**src/sdi_out_map.svh**
```systemverilog
// Offsets, field positions, reset values and timing counts of the SDI output stage.
`ifndef SDI_OUT_MAP_SVH
`define SDI_OUT_MAP_SVH
//
// Summary of operation
// - Insert payload ID packet in field 1, and in field 2 when enabled, on the programmed 11-bit line.
// - Field-2 line is ignored unless insertion and field-2 enable are both high.
// - Field-2 enable is disregarded while packet insertion is disabled.
// - Link A stream 1, and link B stream 1 in dual modes, carry inserted packets when insertion is enabled.
// - Link A stream 1 carries Y/C, Y, stream 1 or signal 1 Y per mode.
// - Link A stream 2 carries chroma, link A stream 2 or signal 1 chroma.
// - Link B streams serve only dual-link and level B, else unused.
// - External select high sends the four inputs, low sends internal streams.
// - SD without bypass repeats each serial bit eleven times.
// - 20-bit transceiver word; bypassed SD word sits on bits 19 to 10.
// - Cadence error rises when the enable pattern leaves 5/6/5/6.
// - Cadence error is meaningful only in SD with bypass low.
`define OFS_CTRL 5'h00
`define OFS_LINES 5'h04
`define OFS_UDW 5'h08
`define OFS_STATUS 5'h0c
`define CTRL_MODE_LSB 0
`define CTRL_LEVELB 2
`define CTRL_INSERT 3
`define CTRL_F2EN 4
`define CTRL_USEEXT 5
`define CTRL_BYPASS 6
`define LINES_F2_LSB 16
`define CTRL_RESET 32'h0000_0000
`define LINES_RESET 32'h0000_0000
`define UDW_RESET 32'h0000_0000
`define CAD_SHORT 4'h5
`define CAD_LONG 4'h6
`define REP_FACTOR 11
`define REP_PHASES 4'ha
`define PKT_LAST 4'ha
`define PKT_DID 8'h41
`define PKT_SDID 8'h01
`define PKT_DC 8'h04
`endif

```
**src/sdi_out_pkg.sv**
```systemverilog
// Types shared by the SDI output stage.
package sdi_out_pkg;
    typedef enum logic [1:0] {MODE_HD, MODE_SD, MODE_3G, MODE_BAD} mode_e;
    typedef enum logic {PKT_IDLE, PKT_SEND} pkt_state_e;
endpackage

```
**src/sdi_out_stage.sv**
```systemverilog
// SDI transmit output stage: packet insertion, stream select, word packing, cadence check.
`include "sdi_out_map.svh"
module sdi_out_stage (
    input wire logic MCLK,
    input wire logic SYS_RST,
    input wire logic [4:0] AVS_ADDRESS,
    input wire logic AVS_READ,
    input wire logic AVS_WRITE,
    input wire logic [3:0] AVS_BYTEENABLE,
    input wire logic [31:0] AVS_WRITEDATA,
    output logic [31:0] AVS_READDATA,
    output logic AVS_WAITREQUEST,
    input wire logic TX_CE,
    input wire logic HANC_START,
    input wire logic [10:0] LINE_IN,
    input wire logic FIELD2_IN,
    input wire logic [9:0] VID_A_Y_IN,
    input wire logic [9:0] VID_A_C_IN,
    input wire logic [9:0] VID_B_Y_IN,
    input wire logic [9:0] VID_B_C_IN,
    input wire logic [9:0] LINK_A_STREAM1_IN,
    input wire logic [9:0] LINK_A_STREAM2_IN,
    input wire logic [9:0] LINK_B_STREAM1_IN,
    input wire logic [9:0] LINK_B_STREAM2_IN,
    output logic [9:0] LINK_A_STREAM1_OUT,
    output logic [9:0] LINK_A_STREAM2_OUT,
    output logic [9:0] LINK_B_STREAM1_OUT,
    output logic [9:0] LINK_B_STREAM2_OUT,
    output logic [19:0] TXDATA,
    output logic CADENCE_ERR
);
    // ****************************************
    // Helpers
    // ****************************************
    function automatic logic [9:0] anc(input logic [7:0] d);
        anc = {~^d, ^d, d};
    endfunction

    function automatic logic [9:0] pkt_word(input logic [3:0] i, input logic [31:0] u);
        logic [8:0] sum;
        sum = 9'h000;
        sum = sum + {1'b0, `PKT_DID} + {1'b0, `PKT_SDID} + {1'b0, `PKT_DC};
        sum = sum + {1'b0, u[7:0]} + {1'b0, u[15:8]} + {1'b0, u[23:16]} + {1'b0, u[31:24]};
        case (i)
            4'h0: pkt_word = 10'h000;
            4'h1, 4'h2: pkt_word = 10'h3ff;
            4'h3: pkt_word = anc(`PKT_DID);
            4'h4: pkt_word = anc(`PKT_SDID);
            4'h5: pkt_word = anc(`PKT_DC);
            4'h6: pkt_word = anc(u[7:0]);
            4'h7: pkt_word = anc(u[15:8]);
            4'h8: pkt_word = anc(u[23:16]);
            4'h9: pkt_word = anc(u[31:24]);
            default: pkt_word = {~sum[8], sum};
        endcase
    endfunction

    // Serial bit s of the 11-cycle pair lives in word bit s/11; bit 0 leaves first.
    function automatic logic [19:0] replicate(input logic [3:0] ph, input logic [19:0] pr);
        int s;
        replicate = 20'h00000;
        for (int j = 0; j < 20; j++) begin
            s = 32'(ph) * 20 + j;
            replicate[j] = pr[s / `REP_FACTOR];
        end
    endfunction

    function automatic logic [31:0] merge(input logic [31:0] o, input logic [31:0] n, input logic [3:0] be);
        merge = o;
        for (int b = 0; b < 4; b++) begin
            if (be[b]) begin
                merge[b*8 +: 8] = n[b*8 +: 8];
            end
        end
    endfunction

    // ****************************************
    // Register slave
    // ****************************************
    logic [31:0] ctrl_r, ctrl_nxt, lines_r, lines_nxt, udw_r, udw_nxt, rdata_r, rdata_nxt;
    logic wait_r, wait_nxt, cad_err_r;
    sdi_out_pkg::pkt_state_e st_r;
    logic req;
    sdi_out_pkg::mode_e mode;
    logic level_b, ins_en, f2_en, use_ext, bypass, sd_rep, dual;

    assign req = AVS_READ | AVS_WRITE;
    assign mode = sdi_out_pkg::mode_e'(ctrl_r[`CTRL_MODE_LSB +: 2]);
    assign level_b = ctrl_r[`CTRL_LEVELB];
    assign ins_en = ctrl_r[`CTRL_INSERT];
    assign f2_en = ctrl_r[`CTRL_F2EN];
    assign use_ext = ctrl_r[`CTRL_USEEXT];
    assign bypass = ctrl_r[`CTRL_BYPASS];
    assign sd_rep = (mode == sdi_out_pkg::MODE_SD) && !bypass;
    assign dual = (mode == sdi_out_pkg::MODE_HD) || (mode == sdi_out_pkg::MODE_3G && level_b);

    always_comb begin
        ctrl_nxt = ctrl_r;
        lines_nxt = lines_r;
        udw_nxt = udw_r;
        rdata_nxt = rdata_r;
        wait_nxt = 1'b1;
        if (req && wait_r) begin
            wait_nxt = 1'b0;
            case (AVS_ADDRESS)
                `OFS_CTRL: rdata_nxt = ctrl_r;
                `OFS_LINES: rdata_nxt = lines_r;
                `OFS_UDW: rdata_nxt = udw_r;
                `OFS_STATUS: rdata_nxt = {30'h00000000, st_r == sdi_out_pkg::PKT_SEND, cad_err_r};
                default: rdata_nxt = 32'h00000000;
            endcase
        end
        if (AVS_WRITE && !wait_r) begin
            case (AVS_ADDRESS)
                `OFS_CTRL: ctrl_nxt = merge(ctrl_r, AVS_WRITEDATA, AVS_BYTEENABLE) & 32'h0000007f;
                `OFS_LINES: lines_nxt = merge(lines_r, AVS_WRITEDATA, AVS_BYTEENABLE) & 32'h07ff07ff;
                `OFS_UDW: udw_nxt = merge(udw_r, AVS_WRITEDATA, AVS_BYTEENABLE);
                default: ;
            endcase
        end
    end

    always_ff @(posedge MCLK or posedge SYS_RST) begin
        if (SYS_RST) begin
            ctrl_r <= `CTRL_RESET;
            lines_r <= `LINES_RESET;
            udw_r <= `UDW_RESET;
            rdata_r <= 32'h00000000;
            wait_r <= 1'b1;
        end else begin
            ctrl_r <= ctrl_nxt;
            lines_r <= lines_nxt;
            udw_r <= udw_nxt;
            rdata_r <= rdata_nxt;
            wait_r <= wait_nxt;
        end
    end
    assign AVS_READDATA = rdata_r;
    assign AVS_WAITREQUEST = wait_r;

    // ****************************************
    // Payload ID insertion
    // ****************************************
    sdi_out_pkg::pkt_state_e st_nxt;
    logic [3:0] idx_r, idx_nxt;
    logic [9:0] o1a_r, o2a_r, o1b_r, o2b_r, o1a_nxt, o2a_nxt, o1b_nxt, o2b_nxt;
    logic hit, f2_hit;

    assign f2_hit = ins_en && f2_en && FIELD2_IN && (LINE_IN == lines_r[`LINES_F2_LSB +: 11]);
    assign hit = (ins_en && !FIELD2_IN && (LINE_IN == lines_r[10:0])) || f2_hit;

    always_comb begin
        st_nxt = st_r;
        idx_nxt = idx_r;
        o1a_nxt = o1a_r;
        o2a_nxt = o2a_r;
        o1b_nxt = o1b_r;
        o2b_nxt = o2b_r;
        if (TX_CE) begin
            o1a_nxt = VID_A_Y_IN;
            o2a_nxt = VID_A_C_IN;
            o1b_nxt = dual ? VID_B_Y_IN : 10'h000;
            o2b_nxt = dual ? VID_B_C_IN : 10'h000;
            case (st_r)
                sdi_out_pkg::PKT_IDLE: begin
                    if (HANC_START && hit) begin
                        st_nxt = sdi_out_pkg::PKT_SEND;
                        idx_nxt = 4'h1;
                        o1a_nxt = pkt_word(4'h0, udw_r);
                        o1b_nxt = dual ? pkt_word(4'h0, udw_r) : 10'h000;
                    end
                end
                sdi_out_pkg::PKT_SEND: begin
                    o1a_nxt = pkt_word(idx_r, udw_r);
                    o1b_nxt = dual ? pkt_word(idx_r, udw_r) : 10'h000;
                    idx_nxt = idx_r + 4'h1;
                    if (idx_r == `PKT_LAST) begin
                        st_nxt = sdi_out_pkg::PKT_IDLE;
                    end
                end
                default: st_nxt = sdi_out_pkg::PKT_IDLE;
            endcase
        end
    end

    always_ff @(posedge MCLK or posedge SYS_RST) begin
        if (SYS_RST) begin
            st_r <= sdi_out_pkg::PKT_IDLE;
            idx_r <= 4'h0;
            {o1a_r, o2a_r, o1b_r, o2b_r} <= 40'h0000000000;
        end else begin
            st_r <= st_nxt;
            idx_r <= idx_nxt;
            {o1a_r, o2a_r, o1b_r, o2b_r} <= {o1a_nxt, o2a_nxt, o1b_nxt, o2b_nxt};
        end
    end
    assign LINK_A_STREAM1_OUT = o1a_r;
    assign LINK_A_STREAM2_OUT = o2a_r;
    assign LINK_B_STREAM1_OUT = o1b_r;
    assign LINK_B_STREAM2_OUT = o2b_r;

    // ****************************************
    // Source select, packing and cadence
    // ****************************************
    logic [9:0] s1a_r, s2a_r, s1b_r, s2b_r, s1a_nxt, s2a_nxt, s1b_nxt, s2b_nxt;
    logic [9:0] wa_r, wb_r, wa_nxt, wb_nxt;
    logic [19:0] pair_r, pair_nxt, tx_r, tx_nxt;
    logic [3:0] ph_r, ph_nxt, gap_r, gap_nxt, last_r, last_nxt;
    logic half_r, half_nxt, lb_r, lb_nxt, err_nxt;
    logic [3:0] gap_now;

    assign gap_now = gap_r + 4'h1;

    always_comb begin
        {s1a_nxt, s2a_nxt, s1b_nxt, s2b_nxt} = {s1a_r, s2a_r, s1b_r, s2b_r};
        {wa_nxt, wb_nxt, pair_nxt, half_nxt} = {wa_r, wb_r, pair_r, half_r};
        {gap_nxt, last_nxt, err_nxt} = {gap_r, last_r, cad_err_r};
        ph_nxt = (ph_r == `REP_PHASES) ? ph_r : ph_r + 4'h1;
        lb_nxt = !lb_r;
        // one register stage for either source
        if (TX_CE) begin
            s1a_nxt = use_ext ? LINK_A_STREAM1_IN : o1a_r;
            s2a_nxt = use_ext ? LINK_A_STREAM2_IN : o2a_r;
            s1b_nxt = use_ext ? LINK_B_STREAM1_IN : o1b_r;
            s2b_nxt = use_ext ? LINK_B_STREAM2_IN : o2b_r;
            half_nxt = !half_r;
            if (half_r) begin
                wb_nxt = s1a_r;
            end else begin
                wa_nxt = s1a_r;
                pair_nxt = {wb_r, wa_r};
                ph_nxt = 4'h0;
            end
        end
        case (mode)
            sdi_out_pkg::MODE_SD: tx_nxt = bypass ? {s1a_r, 10'h000} : replicate(ph_r, pair_r);
            sdi_out_pkg::MODE_3G: tx_nxt = (level_b && lb_r) ? {s2b_r, s1b_r} : {s2a_r, s1a_r};
            default: tx_nxt = {s2a_r, s1a_r};
        endcase
        if (!sd_rep) begin
            {gap_nxt, last_nxt, err_nxt} = {4'h0, 4'h0, 1'b0};
        end else if (TX_CE) begin
            gap_nxt = 4'h0;
            last_nxt = gap_now;
            err_nxt = (gap_now != `CAD_SHORT && gap_now != `CAD_LONG) || (last_r == gap_now);
        end else if (gap_r != 4'hf) begin
            gap_nxt = gap_now;
        end
    end

    always_ff @(posedge MCLK or posedge SYS_RST) begin
        if (SYS_RST) begin
            {s1a_r, s2a_r, s1b_r, s2b_r} <= 40'h0000000000;
            {wa_r, wb_r} <= 20'h00000;
            pair_r <= 20'h00000;
            tx_r <= 20'h00000;
            {ph_r, gap_r, last_r} <= 12'h000;
            {half_r, lb_r, cad_err_r} <= 3'h0;
        end else begin
            {s1a_r, s2a_r, s1b_r, s2b_r} <= {s1a_nxt, s2a_nxt, s1b_nxt, s2b_nxt};
            {wa_r, wb_r} <= {wa_nxt, wb_nxt};
            pair_r <= pair_nxt;
            tx_r <= tx_nxt;
            {ph_r, gap_r, last_r} <= {ph_nxt, gap_nxt, last_nxt};
            {half_r, lb_r, cad_err_r} <= {half_nxt, lb_nxt, err_nxt};
        end
    end
    assign TXDATA = tx_r;
    assign CADENCE_ERR = cad_err_r;
endmodule

```
**config.mk**
```make
export PLATFORM = sky130hd
export DESIGN_NAME = sdi_out_stage
export DESIGN_NICKNAME = d
export VERILOG_FILES = /design/src/sdi_out_pkg.sv /design/src/sdi_out_stage.sv
export VERILOG_INCLUDE_DIRS = /design/src
export SDC_FILE = /design/constraint.sdc
export NUM_CORES = 1
export LEC_CHECK = 0
export ABC_AREA = 1
export ABC_CLOCK_PERIOD_IN_PS = 12700
export BUFFER_PORTS_ARGS = -buffer_cell sky130_fd_sc_hd__buf_2
export CAP_MARGIN = 40
export CORE_ASPECT_RATIO = 1.4
export CORE_MARGIN = 3
export CORE_UTILIZATION = 29
export DETAILED_ROUTE_END_ITERATION = 16
export PLACE_DENSITY_LB_ADDON = 0.3
export SYNTH_ARGS = -nofsm -noshare
export SYNTH_HDL_FRONTEND = slang
export SYNTH_SLANG_ARGS = --single-unit
```
**constraint.sdc**
```tcl
create_clock -name MCLK -period 12.7 [get_ports MCLK]
set_clock_uncertainty 0.1 [all_clocks]
set_input_delay 2.54 -clock MCLK [delete_from_list [all_inputs] [get_ports MCLK]]
set_output_delay 2.54 -clock MCLK [all_outputs]
set_load 0.01 [all_outputs]
```
==> metrics.cfg <==
[floorplanning]
die-area_mm2=0.0931
ios=233
core_mm2=0.0884
die_y_um=360
rows=129
die_w_um=259
start_util=0.293

[cells_and_area]
fillCellCount=9980
area_growth_pct=10.9
regArea_mm2=0.00636
utilization=0.325
multi_input_area_mm2=0.0168
most-common-layout-cells=nand2_1, nand3_1, inv_1
nets=4481
drive_gt1_frac=0.141
final_common_cell=nand2_1

[detailed_routing]
first_pass_iters=6
vias_per_cell=5.12
antenna_left=0
wl_per_cell_um=18.4
vias=27899
drt-initial-drc-count=2246
wl_um=100000
drcViolationCount=0

[clocking]
cts_buffers=24
clk_latency_ns=0.55
htreeDepth=1
clk_pin_slew_ns=0.08
cts_tree=done
cts_resized=0
cts_buffer_depth=3
ctsHoldBuffers=0
root_buffer=clkbuf_16
cts_sinks=254
cts_setup_buffers=0

[grt]
use_met3=0.0216
grt-ovfl-total=0
busiest_layer=met2
track_usage=0.207
met2_usage=0.383
antenna_found_initial=3
grt_pass1_vias=26520
use_met1=0.239
grt_max_degree=150
grt_pass1_wl_um=154000

[synth]
synth_top_area_frac=0.244
synth_nets=4339
yosys-top-cells-area=dfrtp_1, nand2_1, nand3_1
ys_seq_elements=254
syn_area_mm2=0.0259
avgSynthCellArea_um2=6.31
netlist.top_cell.by_area=dfrtp_1
syn_inst=4109
synth_edf_count=0
synth_flop_cell=dfrtp_1
synth_cell_types=73
ys_seq_area_frac=0.245
async_flop_share=1.00
yosysWarnings=0

[timing]
fmax_ghz=0.127
setup_viol=0
layout_min_cycle_time_ns=7.90
setup_tns_ns=0
final.setup.worst_slack_ns=4.80
finalHoldViolCount=0
fin_crit_sh=0.622
maxSlewViolCount=0
max_slew_margin=0.369
tightest_slew_ns=0.946
rsz0062_at_grt=no

[setup_path]
cp_data_required_time_ns=13.03
startpoint=ph_r[1]
r2r_setup_slack_ns=4.80
crit_top_cell=nand2_1
crit_fanout=14
cp_data_arrival_time_ns=8.24
critical_path_class=reg2reg
end_kind=flip-flop
worstReg2RegEnd=TXDATA[1]
reg2reg_depth=38
cpMaxStageDelayCell=dfrtp_1
r2r_start=ph_r[1]
cpPeakStageDelay_ns=0.73
crit_path_start_kind=flip-flop

[placement]
dp_slack_ns=4.91
hpwl_um=77100
place.gp.congestion=0.952
io_buffers=232

[min_path]
holdPathStages=1
hold_end=lb_r
min_from=lb_r
hp-class=reg2reg

[outcome]
status=finished clean

[run]
maxCapViolCount=0

registers in the layout, indices dropped and copies added (netlist names), 20 cells and up:
register	count
pair_r	20
TXDATA	20
AVS_READDATA	32
lines_r	22
udw_r	32
layer usage:
layer / routed length, um / up-vias
met5: 13 / -
met4: 4990 / 2
met3: 5620 / 258
met2: 51100 / 1011
met1: 38600 / 12961
li1: - / 13667
logic make-up after synthesis:
| family | count (synthesis) | share of synthesized area |
|---|---|---|
| muxes | 2 | 0.000869 |
| DFF | 254 | 0.245 |
| buffers and inverters | 637 | 0.109 |
| xor gates and xnor gates | 88 | 0.0309 |
| adders and majority gates | 91 | 0.0485 |
| and+or+nand+nor | 2422 | 0.432 |
| AOI/OAI and AO/OA | 615 | 0.133 |
synthesized netlist by cell type (10+ instances only):
cell type / instances
buf_4: 10
nand3_2: 37
nor2_1: 239
nand3b_1: 13
nor2_2: 23
nand4_1: 85
nand2_1: 1308
nor2_4: 27
a21oi_1: 162
inv_1: 440
nand2_2: 88
o211ai_1: 19
buf_6: 33
xnor2_1: 28
buf_1: 15
fa_1: 16
ha_1: 75
o21ai_1: 26
o21ai_2: 13
o22ai_1: 25
nand2_4: 31
o21ai_0: 302
xor2_1: 56
a31oi_1: 11
dfrtp_1: 253
inv_2: 36
clkbuf_1: 73
nand3_1: 515
nor3_1: 21
worst max-delay path by stage:
stage / end
final: TXDATA[1]
after global routing: TXDATA[1]
after CTS: TXDATA[1]
after detailed placement: TXDATA[1]
after global placement: TXDATA[1]
after floorplan: AVS_READDATA[0]
critical path, delay by kind of cell, from the launching register on:
family,cells,cell delay (ns)
simple gates,19,3.14
buf+inv,5,0.36
flops,1,0.73
fa+ha+maj,6,1.93
xor+xnor,1,0.19
compound gates,7,1.33
metrics by stage:
| step | hold slack (ns) | instance area [um^2] | cells |
|---|---|---|---|
| 2_1_floorplan | 0.295 | 25900 | 4109 |
| 3_3_place_gp | 0.310 | 27900 | 5402 |
| 3_5_place_dp | 0.311 | 27900 | 5404 |
| 4_1_cts | 0.320 | 28700 | 5448 |
| 5_1_grt | 0.353 | 28700 | 5449 |
| 6_report | 0.316 | 28700 | 5450 |
cell type report:
type	instances	share of cell area
Clock inverter	7	0.00474
Multi-Input combinational cell	3218	0.583
Antenna cell	2	0.000174
Clock buffer	37	0.0240
Timing Repair Buffer	269	0.0515
Sequential cell	254	0.221
Inverter	484	0.0636
Tap cell	1179	0.0513
Power is left out: the tool's default activity adds up to more than one toggle a clock period on the data nets, which glitch-free logic cannot reach.
